$ cat src/rtl/stdr_regs.svh
// Register offsets, field positions, reset values and timing counts of the sleep/offset bank
`ifndef STDR_REGS_SVH
`define STDR_REGS_SVH
`define STDR_ADDR_SLEEP      8'h10
`define STDR_ADDR_DAC1       8'h11
`define STDR_ADDR_DAC2       8'h12
`define STDR_ADDR_SER0       8'h13
`define STDR_ADDR_SER1       8'h14
`define STDR_ADDR_SER2       8'h15
`define STDR_ADDR_SER3       8'h16
`define STDR_ADDR_PART_ID    8'h17
`define STDR_SLEEP_RST       8'h40
`define STDR_DAC_RST         8'hC0
`define STDR_BIT_MUST_ZERO   7
`define STDR_BIT_MUST_ONE    6
`define STDR_BIT_DAC_ON      7
`define STDR_BIT_AUTO_TRACK  6
`define STDR_TMO_MSB         5
`define STDR_MODE_POWERDOWN  3'h3
`define STDR_STEP_HOURS      4
`define STDR_CLK_HZ          250000000
`define STDR_STEP_CYCLES     (64'd3600 * 64'd`STDR_STEP_HOURS * 64'd`STDR_CLK_HZ)
`endif

$ cat src/rtl/stdr_pkg.sv
// Types shared by the sleep timer and offset converter register bank
package stdr_pkg;
	// One register access from the serial slave engine
	typedef struct packed {
		logic       wr;
		logic       rd;
		logic [7:0] addr;
		logic [7:0] wdata;
	} stdr_req_t;
	// Averaged conversion result of one channel with its strobe
	typedef struct packed {
		logic        valid;
		logic [15:0] avg;
	} stdr_avg_t;
	// Power state of the part
	typedef enum logic {
		STDR_RUN,
		STDR_ASLEEP
	} stdr_pwr_t;
	// Whole state of the bank
	typedef struct packed {
		logic [7:0]  sleep;
		logic [7:0]  dac1;
		logic [7:0]  dac2;
		logic [7:0]  rdata;
		logic        rvalid;
		logic [47:0] tick;
		logic [5:0]  hours4;
		stdr_pwr_t   pwr;
		logic        pdn;
		logic [2:0]  mode;
		logic [2:0]  cmp1_s;
		logic [2:0]  cmp2_s;
	} stdr_state_t;
endpackage

$ cat src/rtl/stdr_bank.sv
// Sleep timer, offset converter control, serial number and part identifier registers
`include "stdr_regs.svh"
module stdr_bank
	import stdr_pkg::*;
#(
	parameter logic [63:0] STEP_CYCLES = `STDR_STEP_CYCLES, // Cycles in one four hour step
	parameter logic [31:0] SERIAL_NO   = 32'h0000_0000,     // Arbitrary neutral value
	parameter logic [7:0]  PART_ID     = 8'h00              // Arbitrary neutral value
) (
	input  wire logic       clk_sys_i,     // 250 MHz system clock
	input  wire logic       srst_i,        // Synchronous reset, high
	input  wire logic       ce_i,          // Clock enable, freezes all state low
	input  wire stdr_req_t  req_i,         // Register access from the slave engine
	input  wire logic       wake_cmd_i,    // Wake command decoded by the slave engine
	input  wire logic       cmp1_i,        // Comparator output, channel one (pin)
	input  wire logic       cmp2_i,        // Comparator output, channel two (pin)
	input  wire logic       adaptive_i,    // High in adaptive threshold mode
	input  wire logic [1:0] range_i,       // Selected capacitive input range
	input  wire stdr_avg_t  avg1_i,        // Averaged data, channel one
	input  wire stdr_avg_t  avg2_i,        // Averaged data, channel two
	output logic [7:0]      rdata_o,       // Read data
	output logic            rvalid_o,      // Read data valid, one-cycle pulse
	output logic [7:0]      dac1_o,        // Offset register, channel one
	output logic [7:0]      dac2_o,        // Offset register, channel two
	output logic            power_down_o,  // Analog circuits powered down
	output logic [2:0]      mode_o         // Mode code forced while asleep
);
	localparam logic [15:0] UPPER_Q = 16'hC000; // Three quarters of full range
	localparam logic [15:0] LOWER_Q = 16'h4000; // One quarter of full range

	stdr_state_t cur_ff;   // Registered state
	stdr_state_t nxt_cur;  // Next state

	// Step size grows with input range; wider range needs coarser offset steps
	function automatic logic [5:0] track_step(input logic [1:0] rng);
		track_step = 6'h01 << rng;
	endfunction

	// Saturating tracking update of one offset register
	function automatic logic [7:0] track(input logic [7:0] dac, input stdr_avg_t a,
		input logic adapt, input logic [1:0] rng);
		logic [6:0] sum;
		logic [5:0] st;
		st = track_step(rng);
		track = dac;
		sum = 7'h00;
		if (a.valid && adapt && dac[`STDR_BIT_AUTO_TRACK] && dac[`STDR_BIT_DAC_ON]) begin
			if (a.avg > UPPER_Q) begin
				sum = {1'b0, dac[5:0]} + {1'b0, st};
				track[5:0] = sum[6] ? 6'h3F : sum[5:0];
			end else if (a.avg < LOWER_Q) begin
				track[5:0] = (dac[5:0] < st) ? 6'h00 : dac[5:0] - st;
			end
		end
	endfunction

	// Next state: register writes, reads, tracking and sleep timer
	always_comb begin
		logic act;
		logic rewrite;
		act = 1'b0;
		rewrite = 1'b0;
		nxt_cur = cur_ff;
		nxt_cur.rvalid = 1'b0;
		// Three-stage pin sampling, activity taken when stages two and three are both high
		nxt_cur.cmp1_s = {cur_ff.cmp1_s[1:0], cmp1_i};
		nxt_cur.cmp2_s = {cur_ff.cmp2_s[1:0], cmp2_i};
		act = (cur_ff.cmp1_s[2] & cur_ff.cmp1_s[1]) | (cur_ff.cmp2_s[2] & cur_ff.cmp2_s[1]);
		// tracking acts on the six-bit linear code
		nxt_cur.dac1 = track(cur_ff.dac1, avg1_i, adaptive_i, range_i);
		nxt_cur.dac2 = track(cur_ff.dac2, avg2_i, adaptive_i, range_i);
		// register writes from the slave engine
		if (req_i.wr) begin
			unique case (req_i.addr)
				`STDR_ADDR_SLEEP: begin
					nxt_cur.sleep = req_i.wdata;
					rewrite = 1'b1;
				end
				`STDR_ADDR_DAC1: nxt_cur.dac1 = req_i.wdata;
				`STDR_ADDR_DAC2: nxt_cur.dac2 = req_i.wdata;
				default: ;
			endcase
		end
		// Reads answer one cycle later; unknown addresses read zero
		if (req_i.rd) begin
			nxt_cur.rvalid = 1'b1;
			unique case (req_i.addr)
				`STDR_ADDR_SLEEP:   nxt_cur.rdata = cur_ff.sleep;
				`STDR_ADDR_DAC1:    nxt_cur.rdata = cur_ff.dac1;
				`STDR_ADDR_DAC2:    nxt_cur.rdata = cur_ff.dac2;
				// serial number, most significant byte first
				`STDR_ADDR_SER0:    nxt_cur.rdata = SERIAL_NO[31:24];
				`STDR_ADDR_SER1:    nxt_cur.rdata = SERIAL_NO[23:16];
				`STDR_ADDR_SER2:    nxt_cur.rdata = SERIAL_NO[15:8];
				`STDR_ADDR_SER3:    nxt_cur.rdata = SERIAL_NO[7:0];
				`STDR_ADDR_PART_ID: nxt_cur.rdata = PART_ID;
				default:            nxt_cur.rdata = 8'h00;
			endcase
		end
		if (act || rewrite || cur_ff.sleep[`STDR_TMO_MSB:0] == 6'h00) begin
			nxt_cur.tick = 48'h0000_0000_0000;
			nxt_cur.hours4 = 6'h00;
		end else if (cur_ff.pwr == STDR_RUN) begin
			if (cur_ff.tick == STEP_CYCLES[47:0] - 48'h0000_0000_0001) begin
				nxt_cur.tick = 48'h0000_0000_0000;
				nxt_cur.hours4 = cur_ff.hours4 + 6'h01;
			end else begin
				nxt_cur.tick = cur_ff.tick + 48'h0000_0000_0001;
			end
		end
		if (cur_ff.pwr == STDR_RUN && cur_ff.sleep[`STDR_TMO_MSB:0] != 6'h00
			&& cur_ff.hours4 == cur_ff.sleep[`STDR_TMO_MSB:0] && !act && !rewrite) begin
			nxt_cur.pwr = STDR_ASLEEP;
		end
		// serial wake; power cycle comes as reset
		if (wake_cmd_i) begin
			nxt_cur.pwr = STDR_RUN;
			nxt_cur.tick = 48'h0000_0000_0000;
			nxt_cur.hours4 = 6'h00;
		end
		// Output flags registered together with the power state
		nxt_cur.pdn = (nxt_cur.pwr == STDR_ASLEEP);
		nxt_cur.mode = nxt_cur.pdn ? `STDR_MODE_POWERDOWN : 3'h0;
	end

	// State register with clock enable
	always_ff @(posedge clk_sys_i) begin
		if (srst_i) begin
			cur_ff <= '0;
			cur_ff.sleep <= `STDR_SLEEP_RST;
			cur_ff.dac1 <= `STDR_DAC_RST;
			cur_ff.dac2 <= `STDR_DAC_RST;
			cur_ff.pwr <= STDR_RUN;
		end else if (ce_i) begin
			cur_ff <= nxt_cur;
		end
	end

	// Outputs straight from the state register
	assign rdata_o = cur_ff.rdata;
	assign rvalid_o = cur_ff.rvalid;
	// enable bit travels with the code
	assign dac1_o = cur_ff.dac1;
	assign dac2_o = cur_ff.dac2;
	// Power flags are flops of their own so no decode logic sits on the pins
	assign power_down_o = cur_ff.pdn;
	assign mode_o = cur_ff.mode;

	// Sleep register resets to its preset
	property p_sleep_rst;
		@(posedge clk_sys_i) srst_i |=> cur_ff.sleep == 8'h40;
	endproperty
	a_sleep_rst: assert property (p_sleep_rst) else $error("sleep reset wrong");

	// Offset registers reset to preset
	property p_dac_rst;
		@(posedge clk_sys_i) srst_i |=> (dac1_o == 8'hC0 && dac2_o == 8'hC0);
	endproperty
	a_dac_rst: assert property (p_dac_rst) else $error("offset reset wrong");

	// Zero timeout never sleeps
	property p_no_sleep_zero;
		@(posedge clk_sys_i) disable iff (srst_i)
			(ce_i && !power_down_o && cur_ff.sleep[5:0] == 6'h00) |=> !power_down_o;
	endproperty
	a_no_sleep_zero: assert property (p_no_sleep_zero) else $error("slept with zero");

	// Wake command returns to run
	property p_wake;
		@(posedge clk_sys_i) disable iff (srst_i) (ce_i && wake_cmd_i) |=> !power_down_o;
	endproperty
	a_wake: assert property (p_wake) else $error("wake ignored");

	// Power-down shows mode 011
	property p_mode;
		@(posedge clk_sys_i) disable iff (srst_i) power_down_o |-> mode_o == 3'h3;
	endproperty
	a_mode: assert property (p_mode) else $error("mode code wrong");

	// Fixed threshold mode keeps code still without writes
	property p_fixed;
		@(posedge clk_sys_i) disable iff (srst_i)
			(ce_i && !adaptive_i && !req_i.wr) |=> dac1_o == $past(dac1_o);
	endproperty
	a_fixed: assert property (p_fixed) else $error("tracked in fixed mode");

	// High average raises code
	property p_up;
		@(posedge clk_sys_i) disable iff (srst_i)
			(ce_i && !req_i.wr && adaptive_i && avg1_i.valid && avg1_i.avg > 16'hC000
			&& dac1_o[7:6] == 2'b11 && dac1_o[5:0] == 6'h00) |=> dac1_o[5:0] != 6'h00;
	endproperty
	a_up: assert property (p_up) else $error("no increment");

	// Low average lowers code
	property p_down;
		@(posedge clk_sys_i) disable iff (srst_i)
			(ce_i && !req_i.wr && adaptive_i && avg1_i.valid && avg1_i.avg < 16'h4000
			&& dac1_o[7:6] == 2'b11 && dac1_o[5:0] == 6'h3F) |=> dac1_o[5:0] < 6'h3F;
	endproperty
	a_down: assert property (p_down) else $error("no decrement");

	// Serial number write has no effect
	property p_ro;
		@(posedge clk_sys_i) disable iff (srst_i)
			(ce_i && req_i.wr && req_i.addr == 8'h13) |=> cur_ff.sleep == $past(cur_ff.sleep);
	endproperty
	a_ro: assert property (p_ro) else $error("read-only write landed");

	// Clock enable low freezes the visible state
	property p_ce_freeze;
		@(posedge clk_sys_i) disable iff (srst_i)
			!ce_i |=> (dac1_o == $past(dac1_o) && power_down_o == $past(power_down_o));
	endproperty
	a_ce_freeze: assert property (p_ce_freeze) else $error("state moved without enable");

	// Every read is answered one cycle later
	property p_rd_ans;
		@(posedge clk_sys_i) disable iff (srst_i) (ce_i && req_i.rd) |=> rvalid_o;
	endproperty
	a_rd_ans: assert property (p_rd_ans) else $error("read not answered");

	// Channel two write lands in its own register
	property p_wr_dac2;
		@(posedge clk_sys_i) disable iff (srst_i)
			(ce_i && req_i.wr && req_i.addr == 8'h12) |=> dac2_o == $past(req_i.wdata);
	endproperty
	a_wr_dac2: assert property (p_wr_dac2) else $error("channel two write lost");

	// Channel two also holds still in fixed threshold mode
	property p_fixed2;
		@(posedge clk_sys_i) disable iff (srst_i)
			(ce_i && !adaptive_i && !req_i.wr) |=> dac2_o == $past(dac2_o);
	endproperty
	a_fixed2: assert property (p_fixed2) else $error("channel two tracked in fixed");

	// Part identifier read returns the parameter
	property p_pid_rd;
		@(posedge clk_sys_i) disable iff (srst_i)
			(ce_i && req_i.rd && req_i.addr == 8'h17) |=> rdata_o == PART_ID;
	endproperty
	a_pid_rd: assert property (p_pid_rd) else $error("identifier read wrong");

	// Top serial byte comes first
	property p_ser_rd;
		@(posedge clk_sys_i) disable iff (srst_i)
			(ce_i && req_i.rd && req_i.addr == 8'h13) |=> rdata_o == SERIAL_NO[31:24];
	endproperty
	a_ser_rd: assert property (p_ser_rd) else $error("serial read wrong");

	// A channel with its converter off is never tracked
	property p_off_hold;
		@(posedge clk_sys_i) disable iff (srst_i)
			(ce_i && !req_i.wr && !dac1_o[7]) |=> dac1_o == $past(dac1_o);
	endproperty
	a_off_hold: assert property (p_off_hold) else $error("tracked while off");
endmodule // stdr_bank

$ cat config.mk
export PLATFORM = sky130hd
export DESIGN_NAME = stdr_bank
export DESIGN_NICKNAME = d
export VERILOG_FILES = /design/src/rtl/stdr_pkg.sv /design/src/rtl/stdr_bank.sv
export VERILOG_INCLUDE_DIRS = /design/src /design/src/rtl
export SDC_FILE = /design/constraint.sdc
export NUM_CORES = 1
export LEC_CHECK = 0
export BUFFER_PORTS_ARGS = -buffer_cell sky130_fd_sc_hd__buf_2
export CAP_MARGIN = 30
export CORE_MARGIN = 10
export CORE_UTILIZATION = 45
export DETAILED_ROUTE_END_ITERATION = 7
export GPL_TIMING_DRIVEN = 0
export MAX_ROUTING_LAYER = met4
export PLACE_DENSITY = 0.78
export SLEW_MARGIN = 5
export SYNTH_ARGS = -nofsm -noshare
export SYNTH_HDL_FRONTEND = slang
export SYNTH_SLANG_ARGS = --single-unit
$ cat constraint.sdc
create_clock -name clk_sys_i -period 3.52 [get_ports clk_sys_i]
set_input_delay 0.352 -clock clk_sys_i [delete_from_list [all_inputs] [get_ports clk_sys_i]]
set_output_delay 0.352 -clock clk_sys_i [all_outputs]
set_load 0.02 [all_outputs]
Word-level counts from Yosys, hierarchy flattened
Index checks and enable logic that the tools add are counted.
{"block": "classes", "n_addsub": 6, "eq_ne": 6, "bitwise_logic": 4, "mux": 24, "n_shift": 1, "order_cmp": 6, "n_reduce_logical": 23}
{"op": "$mux W54", "count": 2}
{"op": "$mux W6", "count": 12}
{"op": "$mux W55", "count": 1}
{"op": "$add A48 B1 Y48 const B", "count": 1}
{"op": "$eq A48 B42 Y1 const B", "count": 1}
{"op": "$mux W48", "count": 1}
{"op": "$gt A16 B16 Y1 const B", "count": 2}
{"op": "$lt A16 B15 Y1 const B", "count": 2}
{"op": "$eq A8 B5 Y1 const B", "count": 3}
{"op": "$pmux W8 S3", "count": 1}
{"op": "$add A6 B6 Y7", "count": 2}
{"op": "$mux W14", "count": 1}
{"op": "$lt A6 B6 Y1", "count": 2}
{"op": "$reduce_and A3 Y1", "count": 4}
{"op": "$sub A6 B6 Y6", "count": 2}
{"op": "$logic_and A1 B1 Y1", "count": 10}
{"op": "$mux W8", "count": 1}
{"op": "$add A6 B1 Y6 const B", "count": 1}
{"op": "$eq A6 B6 Y1", "count": 1}
{"op": "$logic_not A6 Y1", "count": 1}
{"op": "$reduce_bool A6 Y1", "count": 1}
{"op": "$shl A1 B2 Y6 const A", "count": 1}
{"op": "$mux W1", "count": 4}
{"op": "$reduce_and A2 Y1", "count": 2}
{"op": "other kinds (8)", "count": 11}
{"block": "word_totals", "output_inout_bits": 29, "register_bits": 97, "wordCells": 83}

Logic depth before layout (Yosys ltp)
Gate-level depths: netlist (run 1).
{"block": "depth", "depth_word": 8, "depth_mapped": 10, "ltp_nobuf": 10}

Least setup slack after synthesis (run 1)
Ideal clock, no wire load.
{"block": "synth_path", "path_kind": "input to register", "from": "input range_i[0]", "to": "register cur_ff, in the netlist dac1_o[0]", "arrival_time_ns": 2.188, "setup_ns": 0.116, "path_slack_ns": 1.216, "path_stages": 10, "required_ns": 3.404, "cell_sequence": "nor2_1 ha_1 inv_1 fa_1 nand3_1 nand2_1 or3_1 a21oi_1 o22ai_1 a31o_2"}
{"block": "synth_via", "elab_chain_cells": 8, "elab_cells_between_ends": 11}
{"element": "from (decl)", "line_no": "stdr_bank.sv:18", "text": "input wire logic [1:0] range_i,"}
{"element": "$shl A1 B2 Y6 *", "line_no": "stdr_bank.sv:36", "text": "track_step = 6'h01 << rng;"}
{"element": "$sub A6 B6 Y6 / $lt A6 B6 Y1 (equally long branches)", "line_no": "stdr_bank.sv:52", "text": "track[5:0] = (dac[5:0] < st) ? 6'h00 : dac[5:0] - st;"}
{"element": "$mux W6", "line_no": "stdr_bank.sv:52"}
{"element": "$mux W6", "line_no": "stdr_bank.sv:51", "text": "end else if (a.avg < LOWER_Q) begin"}
{"element": "$mux W6 *", "line_no": "stdr_bank.sv:48", "text": "if (a.avg > UPPER_Q) begin"}
{"element": "$mux W6 *", "line_no": "stdr_bank.sv:47", "text": "if (a.valid && adapt && dac[`STDR_BIT_AUTO_TRACK] && dac[`STDR_BIT_DAC_ON]) begin"}
{"element": "$mux W6", "line_no": "stdr_bank.sv:74", "text": "unique case (req_i.addr)"}
{"element": "$mux W14 *", "line_no": "stdr_bank.sv:73", "text": "if (req_i.wr) begin"}
{"element": "to (signal assigned)", "line_no": "stdr_bank.sv:135", "text": "cur_ff <= nxt_cur;"}
{"element": "to (decl)", "line_no": "stdr_bank.sv:31", "text": "stdr_state_t cur_ff;"}
Mark *: on every way between the ends. The rest lies on a longest branch, timed or not.
A chain may end at the register's enable or synchronous reset.

Final worst setup path (run 1)
{"block": "layout_path", "from": "register cur_ff[17] (netlist bit)", "to": "register cur_ff[44] (netlist bit)"}
{"block": "layout_via", "elab_chain_cells": 5, "elab_cells_between_ends": 6}
{"element": "$add A48 B1 Y48 / $eq A48 B42 Y1 (equally long branches)", "line_no": "stdr_bank.sv:108, stdr_bank.sv:104"}
{"element": "$mux W48 *", "line_no": "stdr_bank.sv:104", "text": "if (cur_ff.tick == STEP_CYCLES[47:0] - 48'h0000_0000_0001) begin"}
{"element": "$mux W54 *", "line_no": "stdr_bank.sv:103", "text": "end else if (cur_ff.pwr == STDR_RUN) begin"}
{"element": "$mux W54 *", "line_no": "stdr_bank.sv:100", "text": "if (act || rewrite || cur_ff.sleep[`STDR_TMO_MSB:0] == 6'h00) begin"}
{"element": "$mux W55 *", "line_no": "stdr_bank.sv:116", "text": "if (wake_cmd_i) begin"}
Mark *: on every way between the ends. The rest lies on a longest branch, timed or not. The select of a mux whose other input is x is not followed.

==> impl_metrics.ini, run 1 <==
[outcome]
status = complete, no violations

[synthesis]
yosys.area_share.simple_pct = 28.4
synth_edf_count = 0
synth_top_area_share_pct = 32.2
syn_area_per_cell_um2 = 8.26
yosys.area_share.adder_pct = 5.44
synth.largest_area_cell = dfxtp_1
syn_area_um2 = 5840
synth_top_flop_cell = dfxtp_1
syn_nets = 791
ys_types = 74
synth-seq-area-share_pct = 32.2
synthMuxAreaShare_pct = 4.45
syn_inst = 707
synth-seq-cells = 94
synth_xor_area_share_pct = 8.85
async_flop_share_pct = 0
yosysMostFrequentCell = nor2_1
synthTopCellsByCount = 100 x nor2_1, 94 x dfxtp_1, 59 x nand2_1, 49 x xor2_1, 34 x nand4_1
synth-compound-area-share_pct = 13.8
synth_top_family_by_area = simple AND/OR/NAND/NOR gates
yosysWarnings = 0
synthTopCellsByArea = dfxtp_1 32%, xor2_1 7.3%, nor2_1 6.4%

[place]
dpl.cell_count = 967
io_buffers = 87
place_hpwl_um = 11500
place.gp.congestion = 0.938

[critical_path]
reg2regPathDepth = 8
reg2reg_to = cur_ff[44]
rrSetupSlack_ns = 0.92
crit_path_start = cur_ff[17]
worstSetupEndpointType = flop
crit_fanout = 10
critPathLaunchType = flop
endpoint = cur_ff[44]
cp.arrival_ns = 2.82
r2r-start = cur_ff[17]
worstPathRequired_ns = 3.74
worstSetupPathType = reg -> reg

[timing]
max_slew_margin_pct = 40.0
fin_crit_sh_pct = 73.8
fmax_mhz = 385
finClkSkew_ns = 0.0101
min_period_ns = 2.60
worst_slew_pin_slew_ns = 0.894
finalSetupViolCount = 0
tns_ns = 0
rsz0062_at_grt = false
slew_violations = 0
hold_viol = 0

[power]
power_density_nw_per_um2 = 342
combPwrFrac_pct = 11.2
p_leak_nw = 2.88
clockPowerShare_pct = 42.2
p_int_w = 0.00175
ir_drop_mv = 0.225
swShare_pct = 24.9
p_switching_w = 0.000580
power_w = 0.00233
seq_power_share_pct = 46.6

[floorplanning]
die_area_um2 = 17900
rows = 41
core_um2 = 12700
ios = 90
die_w_um = 134
die_y_um = 134
initial_utilization_pct = 46.1

[clock_tree]
clkSlewWorstSetupHoldPaths_ns = 0.06
h-tree-depth = 3
cts_resized = 0
cts_buffers = 9
cts_tree = yes
clock_path_buffers = 2
post_cts_buffers = 0
cts_hold_buf = 0
clk_latency_ns = 0.34
clockRootBuffer = clkbuf_16
cts_sinks = 94

[drt]
drt_iter0_markers = 408
drt_wl_total_um = 14700
ant_nets = 0
vias = 5357
drt-pass1-iter-count = 5
viasPerCell = 5.44
drc = 0
drt-wirelength-per-cell_um = 14.9

[worst_hold_path]
holdCritPathClass = in -> reg

[layout]
area_growth_pct = 16.7
final_cells = 985
nets = 890
drive_above_1_share_pct = 19.4

[grt]
grt_pass1_vias = 5164
grt_overflow = 0
antenna_found_initial = 2
track_usage_pct = 16.6
grt_pass1_wl_um = 24800
grt_max_degree = 17

[flow_run]
max_cap_viol_count = 0
## how the worst min path moves through the flow
stage,from,to,slack (ns),cells past startpoint
2_1_floorplan,cur_ff[96],cur_ff[96],0.44,2
3_3_place_gp,rvalid_o,rvalid_o,0.45,2
3_5_place_dp,rvalid_o,rvalid_o,0.46,2
4_1_cts,wake_cmd_i,mode_o[0],0.23,2
5_1_grt,wake_cmd_i,mode_o[0],0.25,2
6_report,wake_cmd_i,mode_o[0],0.24,2
## metrics by stage
stage / setup slack, ns / util [%] / area, um2 / hold slack (ns)
detailed placement: 0.855 / 51.3 / 6500 / 0.457
floorplan: 1.22 / - / 5840 / 0.444
global placement: 0.835 / 51.2 / 6490 / 0.452
CTS: 0.920 / 53.8 / 6810 / 0.232
global route: 0.755 / 53.8 / 6820 / 0.246
finish: 0.924 / 53.8 / 6820 / 0.244
## logic make-up (layout without fill, tap and decap cells)
family,Yosys count,after routing
AO/OA/AOI/OAI,115,115
XOR/XNOR,59,59
buffers and inverters,75,179
multiplexers,26,26
adder cells (fa/ha/maj),23,23
flip-flops,94,94
AND/OR/NAND/NOR,314,314
other,1,3
## worst max-delay path, stage by stage (launching register included)
cell,delay (ns)
dfxtp_1,0.42
ha_1,0.22
nand4_1,0.23
nor4_4,0.54
and4bb_4,0.37
or3_1,0.13
buf_2,0.23
buf_2,0.26
nor2_1,0.07
## state kept, by name (all words and copies together) (netlist names)
register and flops:
cur_ff 68, dac1_o 8, dac2_o 8, mode_o 1, rdata_o 8, rvalid_o 1
## routing by layer
layer | track usage [%] | share of wire (%)
met2 | 25.3 | 44
met5 | - | 0
met1 | 22.1 | 50
met4 | 3.87 | 1.0
met3 | 3.51 | 5.3
## cell type report
cell class,instances,area [um2]
Fill cell,1162,5850
Multi-Input combinational cell,538,3560
Sequential cell,94,1880
Timing Repair Buffer,88,445
Buffer,53,314
Clock buffer,10,239
Tap cell,172,215
Inverter,22,82.6
Clock inverter,6,71.3
Antenna cell,2,5.00
## power groups by stage
stage	Combinational, W	Sequential (W)	Clock, W
2_1_floorplan	0.000167	0.00111	0
3_3_place_gp	0.000255	0.00111	0
3_5_place_dp	0.000258	0.00111	0
4_1_cts	0.000260	0.00109	0.00100
5_1_grt	0.000292	0.00109	0.00105
6_report	0.000262	0.00109	0.000984
## cell usage in the layout (no fill, tap or decap), types with 24 or more instances in the layout
| master | Yosys | routed |
|---|---|---|
| nor2_1 | 100 | 100 |
| dfxtp_1 | 94 | 94 |
| buf_2 | 5 | 92 |
| nand2_1 | 59 | 59 |
| xor2_1 | 49 | 49 |
| nand4_1 | 34 | 34 |
| o21ai_0 | 27 | 27 |
| buf_4 | 27 | 27 |
| mux2i_1 | 26 | 26 |
| nand3_1 | 24 | 24 |
Note: power is estimated with default switching activity, not from simulation.
==> inputs of run 2 (changes only) <==
--- a/config.mk
+++ b/config.mk
@@ -13,7 +13,7 @@
 export DETAILED_ROUTE_END_ITERATION = 7
 export GPL_TIMING_DRIVEN = 0
 export MAX_ROUTING_LAYER = met4
-export PLACE_DENSITY = 0.78
+export PLACE_DENSITY = 0.8
 export SLEW_MARGIN = 5
 export SYNTH_ARGS = -nofsm -noshare
 export SYNTH_HDL_FRONTEND = slang
==> constraint.sdc (replaced) <==
create_clock -name clk_sys_i -period 2.3 [get_ports clk_sys_i]
set_input_delay 0.23 -clock clk_sys_i [delete_from_list [all_inputs] [get_ports clk_sys_i]]
set_output_delay 0.23 -clock clk_sys_i [all_outputs]
set_load 0.02 [all_outputs]
==> run 2 against run 1 <==
  * Clock skew decreased by 0.0012 ns
  * Critical path depth is the same
  * Die area stayed put
  * Clock power increased by 63%
  * Combinational power grew 57%
  * Hold slack worse by 0.13 ns
  * Sequential power up 52%
  * First-iteration DRC count up 17%
  * Non-clock buffer count up 3
  * Global-route usage decreased by 0.19 points
==> impl_metrics.ini, run 2 (synthesized netlist as in run 1, its figures left out) <==
[outcome]
status = complete, no violations

[drt]
vias = 5433
drt_wl_total_um = 15200
ant_nets = 0
drt-wirelength-per-cell_um = 15.4
viasPerCell = 5.50
drt_iter0_markers = 477
drc = 0
drt-pass1-iter-count = 5

[place]
io_buffers = 87
place.gp.congestion = 0.906
dpl.cell_count = 967
place_hpwl_um = 11400

[power]
p_int_w = 0.00279
p_leak_nw = 2.91
power_density_nw_per_um2 = 532
p_switching_w = 0.000883
swShare_pct = 24.1
ir_drop_mv = 0.374
seq_power_share_pct = 45.3
combPwrFrac_pct = 11.2
clockPowerShare_pct = 43.5

[layout]
final_cells = 987
largest_reg_flops = 68
max_flop_register = cur_ff
drive_above_1_share_pct = 20.9
nets = 893
final_common_cell = nor2_1
layout_common_cells = 100 x nor2_1, 90 x dfxtp_1, 88 x buf_2, 59 x nand2_1, 49 x xor2_1
area_growth_pct = 18.1

[critical_path]
crit_path_start = ce_i
cp.arrival_ns = 2.44
cp.depth = 8
cp_slowest_cell = clkinv_1
reg2regPathDepth = 7
slowest_delay_ns = 0.56
reg2reg_to = cur_ff[14]
crit_fanout = 10
worstPathRequired_ns = 2.53
crit_family = buffers and inverters
r2r-start = cur_ff[18]
worstSetupEndpointType = flop
crit_chain = buf_2 -> clkbuf_1 -> clkinv_1 -> a21oi_4 -> or3_1 -> clkbuf_4 -> buf_4 -> nor2_1
endpoint = cur_ff[48]
critPathLaunchType = primary input
rrSetupSlack_ns = 0.13
worstSetupPathType = in -> reg
critPathBufInv = 5

[clock_tree]
clkSlewWorstSetupHoldPaths_ns = 0.06
cts_buffers = 9
cts_sinks = 94
clockRootBuffer = clkbuf_16
clock_path_buffers = 2
cts_hold_buf = 0
clk_latency_ns = 0.34
cts_tree = yes
h-tree-depth = 3

[grt]
grt_overflow = 0
grt_pass1_vias = 5002
track_usage_pct = 16.5
antenna_found_initial = 1
grt_max_degree = 16
grt_pass1_wl_um = 24300

[worst_hold_path]
holdCritPathClass = in -> reg

[timing]
max_slew_margin_pct = 37.2
fmax_mhz = 452
worst_slew_pin_slew_ns = 0.936
holdWs_ns = 0.109
finClkSkew_ns = 0.00891
hold_viol = 0
min_period_ns = 2.21
finalSetupViolCount = 0
slew_violations = 0
fin_crit_sh_pct = 96.1

[floorplanning]
core_um2 = 12700
die_w_um = 134
initial_utilization_pct = 46.1
die_y_um = 134
rows = 41
die_area_um2 = 17900
ios = 90

[flow_run]
max_cap_viol_count = 0
## run 2: cell types whose count changed in the layout (fill, tap and decap cells not counted), sizes merged
cell / previous run / this run
clkbuf: 28 / 29
clkdlybuf4s18: 1 / 0
diode: 2 / 1
buf: 122 / 124
bufinv: 1 / 2
clkdlybuf4s15: 0 / 1
clkinv: 4 / 3
## run 2: metrics by stage
stage,utilization (%),total power (W),setup TNS (ns),instance area [um2],setup slack (ns)
finish,54.4,0.00367,0,6900,0.0900
detailed placement,51.3,0.00209,-11.01,6500,-0.301
global route,54.4,0.00378,-0.227,6900,-0.0246
global placement,51.2,0.00209,-10.16,6490,-0.271
floorplan,-,0.00195,0,5840,0.118
CTS,54.1,0.00368,0,6850,0.0204
## run 2: layout make-up
class | count | area (um2)
repair buffers | 91 | 469
flip-flops and latches | 94 | 1890
well taps | 172 | 215
clock buffers | 10 | 239
plain buffers | 53 | 325
multi-input cells | 538 | 3590
inverters | 22 | 82.6
fillers | 1129 | 5770
diodes | 1 | 2.50
clock inverters | 6 | 85.1
## run 2: how the worst min path moves through the flow
stage / cells past startpoint / slack, ns / start / end
CTS: 2 / 0.10 / wake_cmd_i / mode_o[0]
floorplan: 1 / 0.33 / wake_cmd_i / mode_o[0]
finish: 2 / 0.11 / wake_cmd_i / mode_o[0]
detailed placement: 2 / 0.46 / wake_cmd_i / mode_o[0]
global route: 2 / 0.11 / wake_cmd_i / mode_o[0]
global placement: 2 / 0.45 / rvalid_o / rvalid_o
## run 2: routing by layer
metal | wire length [um] | up-vias | global-route usage, % | part of all wire (%)
met5 | 0 | - | - | 0
met4 | 155 | 0 | 3.57 | 1.0
met2 | 6720 | 194 | 24.9 | 44
met3 | 1240 | 13 | 4.59 | 8.2
li1 | - | 2697 | - | -
met1 | 7070 | 2529 | 21.4 | 47
## run 2: worst reg2reg max path, stage by stage (launching register included)
cell and delay [ns]:
dfxtp_1 0.39, ha_1 0.22, nand4_1 0.18, nor4_4 0.34
and4bb_4 0.33, nor2_4 0.07, or4b_1 0.52, o21ai_1 0.08
## run 2: power groups by stage
stage                     clock network, W  logic (W)  registers [W]
after CTS                          0.00161   0.000400        0.00166
final                              0.00160   0.000412        0.00166
after floorplan                          0   0.000255        0.00169
after global placement                   0   0.000388        0.00170
after global routing               0.00167   0.000451        0.00166
after detailed placement                 0   0.000396        0.00170
## run 2: what timing repair did
action,CTS,global route
endpoints found under the setup margin,51,47
setup buffers,2,1
gates cloned,0,0
pin swaps,2,0
resized for setup,3,13
==> inputs of run 3 (changes only) <==
--- a/config.mk
+++ b/config.mk
@@ -6,14 +6,14 @@
 export SDC_FILE = /design/constraint.sdc
 export NUM_CORES = 1
 export LEC_CHECK = 0
-export BUFFER_PORTS_ARGS = -buffer_cell sky130_fd_sc_hd__buf_2
+export BUFFER_PORTS_ARGS = -buffer_cell sky130_fd_sc_hd__buf_4
 export CAP_MARGIN = 30
 export CORE_MARGIN = 10
 export CORE_UTILIZATION = 45
 export DETAILED_ROUTE_END_ITERATION = 7
 export GPL_TIMING_DRIVEN = 0
 export MAX_ROUTING_LAYER = met4
-export PLACE_DENSITY = 0.8
+export PLACE_DENSITY = 0.68
 export SLEW_MARGIN = 5
 export SYNTH_ARGS = -nofsm -noshare
 export SYNTH_HDL_FRONTEND = slang
==> run 3 against run 2 <==
  * First-iteration DRC count shrank 5.9%
  * Final cell count shrank 0.20%
  * Power shrank 3.8%
==> impl_metrics.ini, run 3 (synthesized netlist as in run 1, its figures left out) <==
[outcome]
status = complete, no violations

[clock_tree]
clkSlewWorstSetupHoldPaths_ns = 0.07
h-tree-depth = 3
cts_buffers = 9
clk_latency_ns = 0.35
clockRootBuffer = clkbuf_16
cts_tree = yes
cts_sinks = 94
clock_path_buffers = 2

[drt]
drc = 0
ant_nets = 0
drt-pass1-iter-count = 5
viasPerCell = 5.55
drt_wl_total_um = 16100
vias = 5469
drt_iter0_markers = 449
drt-wirelength-per-cell_um = 16.3

[critical_path]
rrSetupSlack_ns = 0.10
critPathLaunchType = flop
crit_fanout = 7
cp_slowest_cell = or4_1
worstSetupPathType = reg -> reg
r2r-start = dac1_o[1]
slowest_delay_ns = 0.51
crit_chain = ha_1 -> nor2b_1 -> o21ai_0 -> a21boi_0 -> or4_1 -> o311ai_0 -> a31oi_1
reg2reg_to = dac1_o[5]
worstSetupEndpointType = flop
cp.arrival_ns = 2.42
reg2regPathDepth = 7
worstPathRequired_ns = 2.52

[timing]
setup_ws_ns = 0.103
holdWs_ns = 0.0998
fin_crit_sh_pct = 95.5
fmax_mhz = 455
finalSetupViolCount = 0
slew_violations = 0
min_period_ns = 2.20
worst_slew_pin_slew_ns = 0.845
hold_viol = 0
max_slew_margin_pct = 43.3
finClkSkew_ns = 0.0101

[layout]
area_growth_pct = 21.2
layout_common_cells = 120 x buf_4, 100 x nor2_1, 92 x dfxtp_1, 59 x nand2_1, 49 x xor2_1
largest_reg_flops = 68
nets = 892
final_common_cell = buf_4
final_cells = 985
max_flop_register = cur_ff
num_antenna_cells = 0
drive_above_1_share_pct = 20.7
fillCellCount = 1163

[power]
power_density_nw_per_um2 = 499
seq_power_share_pct = 47.1
p_leak_nw = 2.95
swShare_pct = 26.7
ir_drop_mv = 0.374
clockPowerShare_pct = 40.3
combPwrFrac_pct = 12.6
p_switching_w = 0.000942
p_int_w = 0.00259

[grt]
track_usage_pct = 17.9
grt_overflow = 0
grt_pass1_vias = 5359
grt_pass1_wl_um = 26200
grt_max_degree = 18
antenna_found_initial = 0

[worst_hold_path]
hp-start = wake_cmd_i
min_path_cells = 2
holdCritPathClass = in -> reg
holdPathEnd = mode_o[0]

[place]
place_hpwl_um = 12400
dpl.cell_count = 967
io_buffers = 87
place_ws_ns = -0.373
place.gp.congestion = 0.924

[floorplanning]
core_um2 = 12700
die_w_um = 134
die_y_um = 134
die_area_um2 = 17900
initial_utilization_pct = 46.1
ios = 90
rows = 41

[flow_run]
max_cap_viol_count = 0
-- run 3: per-layer routing --
metal | share of wire, % | global-route usage [%] | up-vias
met2 | 47 | 29.4 | 187
met4 | 2.0 | 5.32 | 0
met3 | 6.3 | 4.59 | 23
met1 | 44 | 21.3 | 2566
met5 | 0 | - | -
li1 | - | - | 2693
-- run 3: worst max-delay path, delay by kind of cell (launching register included) --
kind | cells | cell delay [ns]
DFF | 1 | 0.45
and+or+nand+nor | 2 | 0.64
adders and majority gates | 1 | 0.28
AOI/OAI and AO/OA | 4 | 0.70
-- run 3: power by group through the flow --
stage / Combinational (W) / Clock, W / Sequential (W)
floorplan: 0.000255 / 0 / 0.00169
CTS: 0.000435 / 0.00144 / 0.00166
global route: 0.000492 / 0.00152 / 0.00166
detailed placement: 0.000431 / 0 / 0.00170
finish: 0.000446 / 0.00142 / 0.00166
global placement: 0.000423 / 0 / 0.00170
-- run 3: layout make-up --
class	instances	area (um2)	area share (%)
clock inverters	7	56.3	0.795
flip-flops and latches	94	1880	26.6
plain buffers	53	325	4.60
repair buffers	90	673	9.51
clock buffers	9	225	3.18
multi-input cells	538	3610	51.0
well taps	172	215	3.04
inverters	22	86.3	1.22
-- run 3: how the worst max path moves through the flow --
stage	to	slack, ns	depth (start not counted)	start
finish	dac1_o[5]	0.10	7	dac1_o[1]
global route	cur_ff[64]	-0.01	7	cur_ff[94]
CTS	dac1_o[0]	0.007	10	dac1_o[0]
detailed placement	cur_ff[36]	-0.37	8	cur_ff[17]
global placement	cur_ff[41]	-0.32	7	ce_i
floorplan	dac1_o[0]	0.12	10	range_i[0]
-- run 3: timing repair --
item,4_1_cts,5_1_grt
setup buffers,2,0
pin swaps,2,2
endpoints found under the setup margin,51,47
resized for setup,7,9
hold buffers,0,0
endpoints found under the hold margin,0,0
-- run 3: through the flow --
stage                     utilization [%]  instance area (um2)  setup TNS (ns)  power, W
final                                55.9                 7080               0   0.00353
after global placement               53.0                 6710          -11.70   0.00212
after global routing                 55.9                 7080         -0.0147   0.00368
after CTS                            55.5                 7030               0   0.00354
after detailed placement             53.0                 6720          -15.87   0.00213
after floorplan                         -                 5840               0   0.00195
